--- src/rtl/acpc_pkg.sv ---
// package: register map, fields and timing for conversion/power control
package acpc_pkg;
   // register byte offsets
   localparam logic [7:0] CTRL_OFS = 8'h00;
   localparam logic [7:0] STAT_OFS = 8'h04;
   localparam logic [7:0] CNT_OFS = 8'h08;
   // control field positions
   localparam int CTRL_USE_REG_BIT = 0;
   localparam int CTRL_PD_BIT = 1;
   localparam int CTRL_LOWPWR_BIT = 2;
   localparam int CTRL_REFOFF_BIT = 3;
   localparam int CTRL_BUFOFF_BIT = 4;
   localparam logic [4:0] CTRL_RST = 5'h00;
   // timing: conversion phase length
   localparam int CLK_MHZ = 250;
   localparam int CONV_TIME_NS = 1000;
   localparam int CONV_CYC = (CONV_TIME_NS * CLK_MHZ + 999) / 1000;
   localparam int CNT_W = 16;

   typedef struct packed {
      logic internal_ref_en;
      logic ref_buffer_en;
      logic analog_on;
      logic power_down;
   } acpc_pwr_t;

   typedef enum logic [2:0] {
      ST_IDLE = 3'b001,
      ST_CONV = 3'b010,
      ST_PD = 3'b100
   } acpc_state_t;
endpackage

--- src/rtl/acpc_apb.sv ---
// apb slave for control, status and conversion count
`timescale 1ns/10ps
module acpc_apb
   import acpc_pkg::*;
(
   input wire logic i_clk,
   input wire logic i_resetn,
   input wire logic i_ce,
   input wire logic i_psel,
   input wire logic i_penable,
   input wire logic i_pwrite,
   input wire logic [7:0] i_paddr,
   input wire logic [31:0] i_pwdata,
   input wire logic [7:0] i_status,
   input wire logic [CNT_W-1:0] i_count,
   output logic [31:0] o_prdata,
   output logic o_pslverr,
   output logic [4:0] o_ctrl
);
   logic [4:0] ctrl_q, ctrl_d;
   logic [31:0] rdata_q, rdata_d;
   logic err_q, err_d;
   logic access;
   logic wr_access;
   logic mapped;

   assign access = i_psel & ~i_penable;
   // write lands only on the completing edge, never on the setup edge
   assign wr_access = i_psel & i_penable & i_pwrite;
   assign mapped = (i_paddr == CTRL_OFS) | (i_paddr == STAT_OFS) | (i_paddr == CNT_OFS);

   always_comb begin
      ctrl_d = ctrl_q;
      rdata_d = rdata_q;
      err_d = 1'b0;
      // data prepared in setup so the access phase answers with pready high at once
      if (wr_access && (i_paddr == CTRL_OFS)) begin
         ctrl_d = i_pwdata[4:0];
      end
      if (access) begin
         err_d = ~mapped;
         rdata_d = 32'h0000_0000;
         if (!i_pwrite) begin
            unique case (1'b1)
               (i_paddr == CTRL_OFS): rdata_d = {27'h0000000, ctrl_q};
               (i_paddr == STAT_OFS): rdata_d = {24'h000000, i_status};
               (i_paddr == CNT_OFS): rdata_d = {{(32-CNT_W){1'b0}}, i_count};
               default: rdata_d = 32'h0000_0000;
            endcase
         end
      end
   end

   always_ff @(posedge i_clk or negedge i_resetn) begin
      if (!i_resetn) begin
         ctrl_q <= CTRL_RST;
         rdata_q <= 32'h0000_0000;
         err_q <= 1'b0;
      end else if (i_ce) begin
         ctrl_q <= ctrl_d;
         rdata_q <= rdata_d;
         err_q <= err_d;
      end
   end

   assign o_prdata = rdata_q;
   assign o_pslverr = err_q;
   assign o_ctrl = ctrl_q;
endmodule

--- src/rtl/acpc_top.sv ---
// conversion start and power-mode control with apb registers
// How it works
// RULE_01 - both reference and buffer off selects low enable bandgap and buffer.
// RULE_02 - reference off high with buffer off low disables only the bandgap, buffer runs from its input.
// RULE_03 - both selects high disable bandgap and buffer.
// RULE_04 - each select steers only its own circuit.
// RULE_05 - in low-power sampling mode analog power drops at conversion end and stays down in acquisition.
// RULE_06 - the host interface keeps working during acquisition at reduced power.
// RULE_07 - power-down high places the device in its minimum-current state.
// RULE_08 - power-down waits for a running conversion and the bus stays active.
// RULE_09 - a configuration register bit can request power-down like the pin.
// RULE_10 - when configured from the register the power-down pin is ignored.
// RULE_11 - a falling edge on the active-low start input starts one conversion.
// RULE_12 - a started conversion is neither restarted nor aborted.
// RULE_13 - start handling ignores chip select and read enable.
// RULE_14 - a busy flag spans start edge to completion and masks further starts.
`timescale 1ns/10ps
module acpc_top
   import acpc_pkg::*;
#(
   parameter int CONV_CYCLES = CONV_CYC
)
(
   input wire logic i_clk,
   input wire logic i_resetn,
   input wire logic i_ce,
   input wire logic i_psel,
   input wire logic i_penable,
   input wire logic i_pwrite,
   input wire logic [7:0] i_paddr,
   input wire logic [31:0] i_pwdata,
   output logic [31:0] o_prdata,
   output logic o_pready,
   output logic o_pslverr,
   input wire logic i_convert_start_n,
   input wire logic i_power_down_pin,
   input wire logic i_internal_ref_off,
   input wire logic i_ref_buffer_off,
   input wire logic i_cs_n,
   input wire logic i_rd_n,
   output logic o_busy,
   output logic o_internal_ref_en,
   output logic o_ref_buffer_en,
   output logic o_analog_on,
   output logic o_power_down
);
   localparam logic [CNT_W-1:0] CONV_LAST = CNT_W'(CONV_CYCLES - 1);

   acpc_state_t state_q, state_d;
   logic [CNT_W-1:0] tmr_q, tmr_d;
   logic [CNT_W-1:0] cnt_q, cnt_d;
   logic start_n_q;
   logic acq_low_q, acq_low_d;
   acpc_pwr_t pwr_q, pwr_d;
   logic [4:0] ctrl;
   logic [7:0] status;
   logic fall;
   logic pd_req;
   logic ref_off, buf_off;
   logic unused_ok;

   // cs/rd deliberately unused: conversion does not care about the read port
   assign unused_ok = i_cs_n ^ i_rd_n; // [RULE_13]

   acpc_apb u_apb (
      .i_clk(i_clk),
      .i_resetn(i_resetn),
      .i_ce(i_ce),
      .i_psel(i_psel),
      .i_penable(i_penable),
      .i_pwrite(i_pwrite),
      .i_paddr(i_paddr),
      .i_pwdata(i_pwdata),
      .i_status(status),
      .i_count(cnt_q),
      .o_prdata(o_prdata),
      .o_pslverr(o_pslverr),
      .o_ctrl(ctrl)
   );

   assign fall = start_n_q & ~i_convert_start_n; // [RULE_11]
   // pin ignored in register mode
   assign pd_req = ctrl[CTRL_USE_REG_BIT] ? ctrl[CTRL_PD_BIT] : i_power_down_pin; // [RULE_09] [RULE_10] [RULE_07]
   assign ref_off = ctrl[CTRL_USE_REG_BIT] ? ctrl[CTRL_REFOFF_BIT] : i_internal_ref_off;
   assign buf_off = ctrl[CTRL_USE_REG_BIT] ? ctrl[CTRL_BUFOFF_BIT] : i_ref_buffer_off;
   assign status = {3'h0, unused_ok & 1'b0, pwr_q.power_down, pwr_q.analog_on, acq_low_q, state_q == ST_CONV};

   always_comb begin
      state_d = state_q;
      tmr_d = tmr_q;
      cnt_d = cnt_q;
      acq_low_d = acq_low_q;
      unique case (state_q)
         ST_IDLE: begin
            if (pd_req) begin
               state_d = ST_PD; // [RULE_07]
            end else if (fall) begin
               state_d = ST_CONV; // [RULE_11] [RULE_14]
               tmr_d = '0;
               acq_low_d = 1'b0;
            end
         end
         ST_CONV: begin
            // no exit but completion; pd waits, new edges are ignored
            if (tmr_q == CONV_LAST) begin // [RULE_12] [RULE_08]
               state_d = pd_req ? ST_PD : ST_IDLE;
               cnt_d = cnt_q + 1'b1;
               acq_low_d = ctrl[CTRL_LOWPWR_BIT]; // [RULE_05]
            end else begin
               tmr_d = tmr_q + 1'b1;
            end
         end
         ST_PD: begin
            if (!pd_req) begin
               state_d = ST_IDLE;
            end
         end
         default: state_d = ST_IDLE;
      endcase
      if (!ctrl[CTRL_LOWPWR_BIT]) begin
         acq_low_d = 1'b0;
      end
   end

   always_comb begin
      pwr_d.power_down = (state_d == ST_PD); // [RULE_07]
      pwr_d.internal_ref_en = ~ref_off & ~pwr_d.power_down; // [RULE_01] [RULE_02] [RULE_03] [RULE_04]
      pwr_d.ref_buffer_en = ~buf_off & ~pwr_d.power_down; // [RULE_01] [RULE_02] [RULE_03] [RULE_04]
      pwr_d.analog_on = ~pwr_d.power_down & ~acq_low_d; // [RULE_05]
   end

   always_ff @(posedge i_clk or negedge i_resetn) begin
      if (!i_resetn) begin
         state_q <= ST_IDLE;
         tmr_q <= '0;
         cnt_q <= '0;
         start_n_q <= 1'b1;
         acq_low_q <= 1'b0;
         pwr_q <= '0;
      end else if (i_ce) begin
         state_q <= state_d;
         tmr_q <= tmr_d;
         cnt_q <= cnt_d;
         start_n_q <= i_convert_start_n;
         acq_low_q <= acq_low_d;
         pwr_q <= pwr_d;
      end
   end

   // bus never gated by power state
   assign o_pready = 1'b1; // [RULE_06] [RULE_08]
   assign o_busy = (state_q == ST_CONV); // [RULE_14]
   assign o_internal_ref_en = pwr_q.internal_ref_en;
   assign o_ref_buffer_en = pwr_q.ref_buffer_en;
   assign o_analog_on = pwr_q.analog_on;
   assign o_power_down = pwr_q.power_down;

   // checker helpers, read only by the assertions below
   logic seen_q;
   logic [CNT_W-1:0] busy_len_q, busy_len_d;

   // counts busy cycles so the length check needs no long repetition
   always_comb begin
      busy_len_d = busy_len_q;
      if (i_ce) begin
         if (o_busy) begin
            busy_len_d = busy_len_q + 1'b1;
         end else begin
            busy_len_d = '0;
         end
      end
   end

   // seen_q masks the first edge after reset, where $past still holds reset-time values
   always_ff @(posedge i_clk or negedge i_resetn) begin
      if (!i_resetn) begin
         seen_q <= 1'b0;
         busy_len_q <= '0;
      end else begin
         seen_q <= 1'b1;
         busy_len_q <= busy_len_d;
      end
   end

   AST_BUSY_LEN: assert property (@(posedge i_clk) disable iff (!i_resetn) // [RULE_12]
      i_ce && !o_busy && busy_len_q != '0 |-> busy_len_q == CONV_LAST + 1'b1)
      else $error("busy length wrong");

   AST_BUSY_MAX: assert property (@(posedge i_clk) disable iff (!i_resetn) // [RULE_14]
      o_busy |-> busy_len_q <= CONV_LAST)
      else $error("busy too long");

   AST_START: assert property (@(posedge i_clk) disable iff (!i_resetn) // [RULE_11]
      i_ce && fall && state_q == ST_IDLE && !pd_req |=> o_busy) else $error("start edge lost");

   AST_IDLE_HOLD: assert property (@(posedge i_clk) disable iff (!i_resetn) // [RULE_11]
      i_ce && state_q == ST_IDLE && !fall && !pd_req |=> !o_busy)
      else $error("start without edge");

   AST_NO_ABORT: assert property (@(posedge i_clk) disable iff (!i_resetn) // [RULE_08]
      i_ce && o_busy && tmr_q != CONV_LAST |=> o_busy) else $error("conversion aborted");

   AST_NO_RESTART: assert property (@(posedge i_clk) disable iff (!i_resetn) // [RULE_12]
      i_ce && o_busy && tmr_q != CONV_LAST |=> tmr_q == $past(tmr_q) + 1'b1)
      else $error("conversion restarted");

   AST_CONV_DONE: assert property (@(posedge i_clk) disable iff (!i_resetn) // [RULE_14]
      i_ce && o_busy && tmr_q == CONV_LAST |=> !o_busy && cnt_q == $past(cnt_q) + 1'b1)
      else $error("conversion end wrong");

   AST_PD_ENTER: assert property (@(posedge i_clk) disable iff (!i_resetn) // [RULE_07]
      i_ce && state_q == ST_IDLE && pd_req |=> o_power_down && !o_analog_on) else $error("no power down");

   AST_PD_FORCE: assert property (@(posedge i_clk) disable iff (!i_resetn) // [RULE_07]
      o_power_down |-> !o_internal_ref_en && !o_ref_buffer_en && !o_analog_on)
      else $error("power down leaves analog on");

   AST_PD_STATE: assert property (@(posedge i_clk) disable iff (!i_resetn) // [RULE_07]
      o_power_down == (state_q == ST_PD))
      else $error("power down flag off state");

   AST_PD_NO_CONV: assert property (@(posedge i_clk) disable iff (!i_resetn) // [RULE_07]
      i_ce && state_q == ST_PD |=> !o_busy)
      else $error("conversion in power down");

   AST_PD_EXIT: assert property (@(posedge i_clk) disable iff (!i_resetn) // [RULE_07]
      i_ce && state_q == ST_PD && !pd_req |=> !o_power_down)
      else $error("power down stuck");

   AST_PIN_PD: assert property (@(posedge i_clk) disable iff (!i_resetn) // [RULE_07]
      i_ce && !ctrl[CTRL_USE_REG_BIT] && i_power_down_pin && state_q == ST_IDLE |=> o_power_down)
      else $error("pin power down ignored");

   AST_PD_DEFER: assert property (@(posedge i_clk) disable iff (!i_resetn) // [RULE_08]
      i_ce && o_busy && tmr_q == CONV_LAST && pd_req |=> o_power_down && !o_busy)
      else $error("deferred power down lost");

   AST_REG_PD: assert property (@(posedge i_clk) disable iff (!i_resetn) // [RULE_09]
      i_ce && ctrl[CTRL_USE_REG_BIT] && ctrl[CTRL_PD_BIT] && state_q == ST_IDLE |=> o_power_down)
      else $error("register power down ignored");

   AST_RD_LIVE: assert property (@(posedge i_clk) disable iff (!i_resetn) // [RULE_06]
      i_ce && i_psel && !i_penable && !i_pwrite && i_paddr == STAT_OFS |=> o_prdata[3:0] == $past(status[3:0]))
      else $error("status read lost");

   AST_REF_ON: assert property (@(posedge i_clk) disable iff (!i_resetn) // [RULE_01]
      seen_q && $past(i_ce) && !o_power_down && !$past(ref_off) && !$past(buf_off)
      |-> o_internal_ref_en && o_ref_buffer_en)
      else $error("internal reference not on");

   AST_REF_EXT: assert property (@(posedge i_clk) disable iff (!i_resetn) // [RULE_02]
      seen_q && $past(i_ce) && $past(ref_off) && !$past(buf_off) && !o_power_down
      |-> !o_internal_ref_en && o_ref_buffer_en)
      else $error("external reference decode wrong");

   AST_ALL_OFF: assert property (@(posedge i_clk) disable iff (!i_resetn) // [RULE_03]
      seen_q && $past(i_ce) && $past(ref_off) && $past(buf_off) |-> !o_internal_ref_en && !o_ref_buffer_en)
      else $error("reference not fully off");

   AST_REF_MAP: assert property (@(posedge i_clk) disable iff (!i_resetn) // [RULE_04]
      seen_q && !o_power_down && !$past(o_power_down) |-> o_internal_ref_en != $past(ref_off) || !$past(i_ce))
      else $error("ref enable mismatch");

   AST_BUF_MAP: assert property (@(posedge i_clk) disable iff (!i_resetn) // [RULE_04]
      seen_q && $past(i_ce) && !o_power_down |-> o_ref_buffer_en == !$past(buf_off))
      else $error("buffer enable mismatch");

   AST_CONV_POWER: assert property (@(posedge i_clk) disable iff (!i_resetn) // [RULE_05]
      i_ce && o_busy && tmr_q != CONV_LAST |=> o_analog_on)
      else $error("analog off during conversion");

   AST_ACQ_HOLD: assert property (@(posedge i_clk) disable iff (!i_resetn) // [RULE_05]
      i_ce && state_q != ST_CONV && acq_low_q && ctrl[CTRL_LOWPWR_BIT] && !fall |=> !o_analog_on)
      else $error("acquisition power not held low");

   // clock enable low must freeze the conversion state
   AST_FREEZE: assert property (@(posedge i_clk) disable iff (!i_resetn) // [RULE_14]
      !i_ce |=> $stable(state_q) && $stable(cnt_q) && $stable(tmr_q))
      else $error("state moved while frozen");

   AST_LOWPWR: assert property (@(posedge i_clk) disable iff (!i_resetn) // [RULE_05]
      i_ce && o_busy && tmr_q == CONV_LAST && ctrl[CTRL_LOWPWR_BIT] |=> !o_analog_on)
      else $error("no drop after conversion");
   AST_PIN_IGNORED: assert property (@(posedge i_clk) disable iff (!i_resetn) // [RULE_10]
      i_ce && ctrl[CTRL_USE_REG_BIT] && !ctrl[CTRL_PD_BIT] && state_q == ST_IDLE && !fall |=> !o_power_down)
      else $error("pin used in register mode");
endmodule

--- config.mk ---
export PLATFORM = sky130hd
export DESIGN_NAME = acpc_top
export DESIGN_NICKNAME = d
export VERILOG_FILES = /design/src/rtl/acpc_pkg.sv /design/src/rtl/acpc_apb.sv /design/src/rtl/acpc_top.sv
export SDC_FILE = /design/constraint.sdc
export NUM_CORES = 1
export LEC_CHECK = 0
export ABC_AREA = 1
export BUFFER_PORTS_ARGS = -buffer_cell sky130_fd_sc_hd__buf_2
export CELL_PAD_IN_SITES_DETAIL_PLACEMENT = 2
export CELL_PAD_IN_SITES_GLOBAL_PLACEMENT = 2
export CORE_ASPECT_RATIO = 1.25
export CORE_MARGIN = 4
export CORE_UTILIZATION = 30
export DETAILED_ROUTE_END_ITERATION = 12
export PLACE_DENSITY_LB_ADDON = 0.1
export SYNTH_ARGS = -nofsm -noshare
export SYNTH_HDL_FRONTEND = slang
export SYNTH_HIERARCHICAL = 1
export SYNTH_SLANG_ARGS = --single-unit
--- constraint.sdc ---
create_clock -name i_clk -period 1.9 [get_ports i_clk]
set_clock_uncertainty 0.2 [all_clocks]
set_input_delay 0.095 -clock i_clk [delete_from_list [all_inputs] [get_ports i_clk]]
set_output_delay 0.095 -clock i_clk [all_outputs]
set_load 0.05 [all_outputs]
==> metrics.txt, run 1 <==
Seq pwr share=0.367; total global-route track usage=0.1836; Site Rows=46; post-synthesis sequential area ratio=0.3994; total of max-cap violations=0; WP buf/inv=3; max incr delay on CP=0.59 ns; die height=136.4 um; DIE AREA=approximately 0.015 mm^2; top cell type's share of synthesized area=0.3861; Clock Tree Root=clkbuf_16; EDFF count, synth=0; leak pwr=2.531 nW; vias in the first global route=roughly 4300; WP data required=1.98 ns; DRC=0; fin util=0.3975; combinational power share=0.272; Finish-stage setup viols=0; largest net degree at the start of global routing=24; clk buf depth=2; period utilization=0.9647; Initial Util=0.3094; flops & latches, synth=63; Reg2Reg Depth=10; Synth Warn #=6; outcome=finished, final reports clean; grt ovf=0; Port Buffers=44; Slew HR=0.6037; 1st-iter DRT viols=a little under 90; Setup CP Type=in2reg; first-pass detailed-route iteration total=4; fillcell total=approximately 1600; hold path cells=5; Final Wtd Congestion=0.7695; dpl cells=around 760; Avg WL per Cell=around 17 um; Fin. Hold Viols=0; leading area contributor after synthesis=dfrtp_1; PwrDens=approximately 880 mW/mm^2; CTS tree=built; RSZ-0062 raised after global routing=yes; number of placed I/O pins=91; NetSw=between 0.0015 and 0.002 W; vias=around 3800; end of the worst register-to-register path=tmr_q[4]; Sw Ratio=0.3544; vias per cell=4.692; H-tree levels=3; Routed Antenna Nets=0; Synth cell types=37; Reg2Reg Setup Slack=0.09 ns; Max Clock Freq=0.5456 GHz; core area=0.01278 mm^2; crit-path cells=dlygate4sd3_1 > buf_2 > nand2_1 > nor2_2 > nand3_1 > dlygate4sd3_1 > nand2_1; largest cells by area after synthesis=dfrtp_1 39%, nand2_1 16%, nand3_1 7.0%; HP Class=in2reg; slowest CP cell=dlygate4sd3_1; Finished Layout Cells=around 800; commonest non-fill, non-tap cell in the layout=nand2_1; Final Critical Period=roughly 1.8 ns; first-pass GRT wire length=22020 um; # nets final=between 600 and 700; Clock power frac=0.361; worst r2r src=start_n_q; share of layout cells above drive strength 1=0.2385; HP Start=i_power_down_pin; Inserted Clock Buffers=9; VDD IR max=between 0.5 and 0.6 mV; CP Launch Type=primary input; Pint=between 0.002 and 0.003 W; Routed Wire Length=~13000 um; Worst Tran Pin Value=about 0.6 ns; Finished Cell Area=0.005079 mm^2; CTS Sinks=63; post-synthesis cell area=approximately 0.0040 mm^2; Placed Area=about 0.0045 mm^2; Top delay family on crit path=buffers and inverters; CTS clock-pin slew for the worst setup and hold paths=about 0.070 ns; post-synthesis area per instance=between 7 and 8 um^2; Arr. time, crit path=around 1.9 ns; share of synthesized registers carrying an async set or reset=1.000; area grow syn2layout=28.45%; detailed placement HPWL=between 9000 and 10000 um; Setup TNS Final=0 ns; cells after synthesis=between 500 and 600; Most used DFF post-synth=dfrtp_1; die extent in x=about 110 um; Hold Path End=state_q[0]; n_diodes=0; most frequent cells in the layout=168 x nand2_1, 61 x dfrtp_1, 55 x nand3_1; initial antenna violation count=0; Skew-Pair Late Insertion Delay=around 0.34 ns; final slew viol count=0; crit path max fanout=6; CP Capture Type=flip-flop
[per-layer routing]
metal / vias up / share of wire / routed length [um] / global-route usage
li1: 1834 / - / - / -
met1: 1870 / 0.38 / 5077 / 0.1867
met2: 37 / 0.59 / 7875 / 0.3755
met3: 17 / 0.019 / 258 / 0.03606
met4: 0 / 0.016 / 217 / 0.05133
met5: - / 0 / 0 / 0
[stage by stage]
| step | worst slack [ns] | total power [W] | hold slack [ns] |
|---|---|---|---|
| finish | 0.06713 | 0.004493 | 0.04581 |
| global route | -0.05016 | 0.004790 | 0.07687 |
| CTS | 0.03558 | 0.004530 | 0.03803 |
| detailed placement | 0.03281 | 0.002838 | -0.07113 |
| global placement | 0.08730 | 0.002776 | -0.07969 |
| floorplan | 0.2633 | 0.002399 | -0.4006 |
[power by group through the flow]
stage	registers, W	logic, W	clock network (W)
floorplan	0.00175	0.000645	0
global placement	0.00166	0.00111	0
detailed placement	0.00167	0.00116	0
CTS	0.00165	0.00120	0.00168
global route	0.00168	0.00136	0.00175
finish	0.00165	0.00122	0.00162
[synth_stat cells, types with 2 or more instances]
library cell  count
nor2_2            2
inv_2             5
xnor2_1           4
nand2_2          12
o21bai_1          5
mux2i_1           2
nand4_1           8
nor2_1           44
or2_2             2
conb_1            3
inv_1            47
o21ai_0          17
buf_4            17
nor2_4            5
ha_1              3
o21a_1            2
nor3_1            7
dfstp_2           2
dfrtp_1          61
o21ai_2          13
buf_6             5
o21ai_1          10
xor2_1           12
nor2_8            2
buf_2             6
nand3_1          55
nand2_1         168
[area by class of cell]
cell class              count  area [um^2]  area share
well taps                 168        210.2     0.04139
multi-input cells         402         2053      0.4043
clock inverters             6        51.30     0.01010
repair buffers             99        747.0      0.1471
clock buffers              10        239.0     0.04706
inverters                  53        198.9     0.03917
flip-flops and latches     63         1579      0.3109
[logic make-up (layout without fill, tap and decap cells)]
kind of cell,Yosys count,in the layout,share of synthesized area
DFF,63,63,0.3994
adders and majority gates,3,3,0.009495
muxes,2,2,0.005063
and+or+nand+nor,311,311,0.3595
xor gates and xnor gates,16,16,0.03544
buffers and inverters,82,168,0.1054
other,3,21,0.002848
AOI/OAI and AO/OA,49,49,0.08291
[timing repair]
| action | in CTS | in global routing |
|---|---|---|
| hold buffers | 17 | 0 |
| hold endpoints to repair | 83 | 0 |
| pin swaps | 1 | 2 |
| resized for setup | 1 | 9 |
| gates cloned | 0 | 1 |
| setup buffers | 3 | 0 |
| setup endpoints to repair | 3 | 38 |
[tightest hold or removal path, delay by kind of cell]
| kind | cells | cell delay (ns) |
|---|---|---|
| AO/OA/AOI/OAI | 1 | 0.15 |
| AND/OR/NAND/NOR | 3 | 0.26 |
| buffers and inverters | 1 | 0.08 |
[state kept, by name, indices dropped and copies added (netlist names)]
signal             cells
cnt_q                 16
acq_low_q              1
start_n_q              1
u_apb/o_ctrl           5
tmr_q                 16
u_apb/o_pslverr        1
u_apb/o_prdata        16
o_ref_buffer_en        1
o_power_down           1
o_internal_ref_en      1
state_q                3
o_analog_on            1
[how the worst max path moves through the flow]
| stage | cells past startpoint | slack, ns | end | from |
|---|---|---|---|---|
| floorplan | 9 | 0.26 | tmr_q[15] | start_n_q |
| global placement | 10 | 0.09 | tmr_q[7] | start_n_q |
| detailed placement | 10 | 0.03 | tmr_q[4] | start_n_q |
| CTS | 7 | 0.04 | u_apb/o_ctrl[2] | i_ce |
| global route | 12 | -0.05 | tmr_q[4] | tmr_q[1] |
| finish | 7 | 0.07 | u_apb/o_ctrl[3] | i_ce |
Note: power is estimated with default switching activity, not from simulation.
==> run 2: changes to the inputs <==
ABC_AREA = default   (was 1)
CORE_UTILIZATION = 33   (was 30)
==> run 2 against run 1 <==
Effect of this change: the flow now finishes with violations (negative setup slack); count of clock-buffer cells in the layout down 1; highest routed layer unchanged; hold slack got worse by 0.036 ns; sequential cell count stayed put; die area down 20%; sequential power is 12% lower; combinational power decreased by 48%; via count is 23% lower; sequential share of layout area grew 2.1 points; global-route usage is 0.30 points lower; area after synthesis decreased by 14%; first-iteration DRC count decreased by 37%; design area down 6.3%.
==> metrics.txt, run 2 <==
outcome=complete, but fails checks; failing checks=negative setup slack; Reg2Reg Depth=8; placement-stage worst setup slack=-0.06395 ns; RSZ-0062 raised after global routing=yes; largest cells by area after synthesis=dfrtp_1 45%, buf_4 4.4%, xnor2_1 3.3%; area grow syn2layout=39.92%; Most Frequent Cell on Critical Path=buf_4; Final Critical Period=approximately 2.0 ns; cells after synthesis=around 310; Inserted Clock Buffers=9; post-synthesis sequential area ratio=0.4643; worst r2r src=tmr_q[1]; CP Launch Type=flip-flop; Finished Cell Area=0.004758 mm^2; share of synthesized registers carrying an async set or reset=1.000; Synth cell types=62; CTS clock-pin slew for the worst setup and hold paths=about 0.060 ns; Max Clock Freq=approximately 0.50 GHz; uppermost layer routed=met4; end of the worst register-to-register path=o_ref_buffer_en; commonest non-fill, non-tap cell in the layout=dfrtp_1; most frequent cells in the layout=61 x dfrtp_1, 49 x buf_4, 43 x buf_2; Initial Util=0.3365; Setup CP Type=reg2reg; fillcell total=~1100; Final Wtd Congestion=slightly above 0.7; Avg WL per Cell=a little under 20 um; flops & latches, synth=63; Port Buffers=44; CTS tree=built; CP Capture Point=o_ref_buffer_en; top cell type's share of synthesized area=0.4489; final slew viol count=0; largest net degree at the start of global routing=between 60 and 70; core area=0.01011 mm^2; Reg2Reg Setup Slack=-0.09 ns; H-tree levels=3; first-pass GRT wire length=16940 um; grt ovf=0; vias=approximately 2900; number of placed I/O pins=91; Synth Warn #=6; Finish-stage setup viols=11; EDFF count, synth=0; wire length on met3=about 330 um; HP Start=i_ce; HP Class=in2reg; crit path max fanout=4; n_diodes=0; crit path from=tmr_q[1]; post-synthesis area per instance=10.90 um^2; vias in the first global route=between 3000 and 4000; most common cell in the netlist=dfrtp_1; total global-route track usage=0.1807; 1st-iter DRT viols=between 50 and 60; die height=121.5 um; top cells by count, synth=61 x dfrtp_1, 20 x buf_4, 19 x nand2_1, 13 x nand3_1, 13 x xnor2_1; WP data required=about 1.9 ns; CTS Sinks=63; total of max-cap violations=0; metal2 WL=around 6200 um; # nets final=between 400 and 500; DRC=0; Site Rows=41; PwrDens=813.2 mW/mm^2; vias per cell=around 5.2; Most used DFF post-synth=dfrtp_1; detailed placement HPWL=around 7000 um; slowest CP cell=dfrtp_1; fin util=0.4708; first-pass detailed-route iteration total=4; post-synthesis cell area=0.003401 mm^2; Clock Tree Root=clkbuf_16; initial antenna violation count=0; leading area contributor after synthesis=dfrtp_1; leak pwr=approximately 2.4 nW; Fin. Hold Viols=0; Tot Pwr=a little under 0.004 W; Skew-Pair Late Insertion Delay=around 0.34 ns; clk buf depth=2; share of layout cells above drive strength 1=0.3958; period utilization=1.050; Post-Route M1 WL=4321 um; DIE AREA=between 0.01 and 0.015 mm^2; VDD IR max=0.4433 mV; crit-path cells=inv_1 > ha_1 > and4bb_2 > nand4_4 > buf_4 > o31ai_2 > buf_4 > o22ai_2; die extent in x=roughly 99 um; max incr delay on CP=roughly 0.38 ns; Arr. time, crit path=between 2 and 2.5 ns; Worst Tran Pin Value=approximately 0.57 ns; Slew HR=0.6214; Placed Area=0.004001 mm^2; Routed Antenna Nets=0; CP Capture Type=flip-flop; Routed Wire Length=about 11000 um; final worst slack=-0.09497 ns
[run 2: cell count changes after synthesis, sizes merged, moves of 7 or more]
| cell | delta |
|---|---|
| xnor2 | +9 |
| or3 | +7 |
| nand3 | -40 |
| mux2 | +10 |
| a22o | +8 |
| nor4 | +7 |
| o31ai | +10 |
| a21oi | +8 |
| o21ai | -29 |
| nand2 | -162 |
| nor2 | -47 |
| a2bb2oi | +7 |
| inv | -43 |
[run 2: worst max-delay path: cells and delay by family (launching register included)]
kind            cells  cell delay, ns
flops               1            0.38
simple gates        2            0.44
fa+ha+maj           1            0.14
buf+inv             3            0.42
compound gates      2            0.29
[run 2: power by group]
group,switching (W),internal (W),total [W]
Combinational,0.000393,0.000246,0.000639
Sequential,0.0000573,0.00141,0.00146
Clock,0.000629,0.00114,0.00177
Total,0.00108,0.00279,0.00387
[run 2: how the worst min path moves through the flow]
stage,endpoint,depth (start not counted)
6_report,u_apb/o_pslverr,3
5_1_grt,u_apb/o_prdata[2],3
4_1_cts,u_apb/o_pslverr,3
3_5_place_dp,u_apb/o_prdata[4],2
2_1_floorplan,acq_low_q,0
3_3_place_gp,u_apb/o_prdata[4],2
[run 2: cell type report]
cell class              instances  area (um^2)  share of cell area
flip-flops and latches         63         1579              0.3318
multi-input cells             225         1815              0.3815
repair buffers                114        850.8              0.1788
clock buffers                   9        225.2             0.04733
well taps                     129        161.4             0.03392
inverters                       9        38.79            0.008151
clock inverters                 7        87.58             0.01841
[run 2: cell families after synthesis]
group           after synthesis  synth area share
fa+ha+maj                     3           0.01104
compound gates               64            0.1372
mux                          17           0.05372
flops                        63            0.4643
simple gates                100            0.2035
other cells                   3          0.003311
xor+xnor                     20           0.05151
buf+inv                      42           0.07542
[run 2: routing by layer]
layer	track usage	up-vias
met1	0.2051	1489
met3	0.03853	15
met4	0.06576	0
met5	0	-
li1	-	1331
met2	0.3294	47
[run 2: per-stage QoR]
step / instances / hold slack, ns / TNS, ns
CTS: 545 / 0.003414 / -0.2758
detailed placement: 513 / -0.05129 / -0.2610
global placement: 513 / -0.05641 / 0
floorplan: 330 / -0.4006 / 0
finish: 556 / 0.009415 / -0.5175
global route: 556 / 0.04586 / -2.277
[run 2: what timing repair did]
item	4_1_cts	5_1_grt
resized for setup	16	27
setup buffers	1	11
pin swaps	6	12
hold buffers	15	0
gates cloned	0	1
endpoints found under the hold margin	72	0
setup endpoints to repair	20	29
==> run 3: changes to the inputs <==
CORE_UTILIZATION = 36   (was 33)
clock period = 2.4 ns   (was 1.9 ns; I/O delays follow)
==> run 3 against run 2 <==
Effect of this change: the flow now finishes without violations; worst setup slack better by 0.30 ns; core utilization down 2.1 points; clock power down 27%; hold slack worse by 0.0025 ns; register-to-register slack better by 0.32 ns; largest cell class unchanged.
==> metrics.txt, run 3 (synthesis results as in run 2) <==
HP Class=in2reg; period utilization=0.9142; CTS tree=built; Clock Tree Root=clkbuf_16; Routed Antenna Nets=0; crit path max fanout=7; final slew viol count=0; post-cts gate resize count=0; H-tree levels=3; grt ovf=0; first-pass detailed-route iteration total=4; CTS Sinks=63; Site Rows=39; commonest non-fill, non-tap cell in the layout=dfrtp_1; vias=2635; Arr. time, crit path=~1.9 ns; vias per cell=5.228; largest net degree at the start of global routing=48; 1st-iter DRT viols=44; CP Launch Type=flip-flop; Setup TNS Final=0 ns; Max Clock Freq=0.4558 GHz; CTS clock-pin slew for the worst setup and hold paths=~0.05 ns; die height=between 100 and 150 um; number of placed I/O pins=91; share of layout cells above drive strength 1=0.2782; core area=~0.0092 mm^2; initial antenna violation count=0; Finish-stage setup viols=0; Routed Wire Length=slightly above 9000 um; Worst Tran Pin Value=approximately 0.56 ns; area grow syn2layout=21.34%; clk buf depth=2; fin util=0.4498; outcome=finished, final reports clean; n_diodes=0; PwrDens=around 690 mW/mm^2; Port Buffers=44; total global-route track usage=0.1865; Final Critical Period=around 2.2 ns; detailed placement HPWL=between 6000 and 7000 um; CP Capture Type=primary output; DIE AREA=about 0.011 mm^2; Fin. Hold Viols=0; Inserted Clock Buffers=9; vias in the first global route=2978; RSZ-0062 raised after global routing=no; Initial Util=0.3707; Avg WL per Cell=approximately 18 um; first-pass GRT wire length=~16000 um; placement-stage worst setup slack=around 0.25 ns; Final Wtd Congestion=just over 0.7; Slew HR=0.6277; most frequent cells in the layout=61 x dfrtp_1, 44 x buf_2, 21 x conb_1; VDD IR max=around 0.33 mV; DRC=0; # nets final=431; die extent in x=approximately 95 um; final worst slack=between 0.2 and 0.25 ns; Skew-Pair Late Insertion Delay=~0.33 ns; Setup CP Type=reg2out; leak pwr=1.952 nW; total of max-cap violations=0; hold_ws=slightly below 0.007 ns; WP data required=between 2 and 2.5 ns
run 3: final timing paths:
| kind | slack (ns) | start | to | cells past startpoint |
|---|---|---|---|---|
| worst min register to register | 0.27 | u_apb/o_prdata[2] | u_apb/o_prdata[2] | 2 |
| worst max register to register | 0.23 | tmr_q[1] | o_ref_buffer_en | 6 |
| max in group asynchronous | 1.31 | i_resetn | u_apb/o_prdata[14] | 3 |
| worst min-delay path | 0.007 | i_penable | u_apb/o_ctrl[1] | 3 |
| min in group asynchronous | 0.08 | i_resetn | u_apb/o_prdata[3] | 2 |
| worst max-delay path | 0.21 | state_q[1] | o_busy | 4 |
run 3: power by group:
group | leakage (nW) | switching [W] | internal (W)
combinational | 0.945 | 0.000269 | 0.000144
clock | 0.146 | 0.000460 | 0.000826
sequential | 0.861 | 0.0000547 | 0.00111
total | 1.95 | 0.000783 | 0.00208
run 3: area by class of cell:
type                       count  area (um^2)
clock inverter                 4        45.04
sequential                    63         1579
fill                        1009         5047
clock buffer                  12        246.5
inverter                       9        33.78
timing repair buffer          68        435.4
tap                          123        153.9
multi-input combinational    225         1633
run 3: worst max-delay path: stages (launching register included):
cell,delay (ns)
dfrtp_1,0.45
or3b_1,0.57
inv_2,0.11
buf_4,0.14
buf_2,0.26
run 3: per-stage QoR:
step | instance area (um^2) | total power (W) | cells
final | 4126 | 0.002867 | 504
after global routing | 4126 | 0.003001 | 504
after CTS | 4126 | 0.002909 | 504
after detailed placement | 3745 | 0.001590 | 479
after global placement | 3745 | 0.001571 | 479
after floorplan | 3468 | 0.001496 | 330
run 3: what timing repair did:
| item | in CTS | in global routing |
|---|---|---|
| endpoints found under the hold margin | 71 | 0 |
| buffers inserted | 0 | 0 |
| hold buffers | 9 | 0 |
run 3: metal layers:
layer  global-route usage  part of all wire  vias up
li1                     -                 -     1241
met1               0.2183              0.43     1344
met2               0.3368              0.53       39
met3              0.02706             0.030       11
met4              0.08085             0.014        0
met5                    0                 0        -
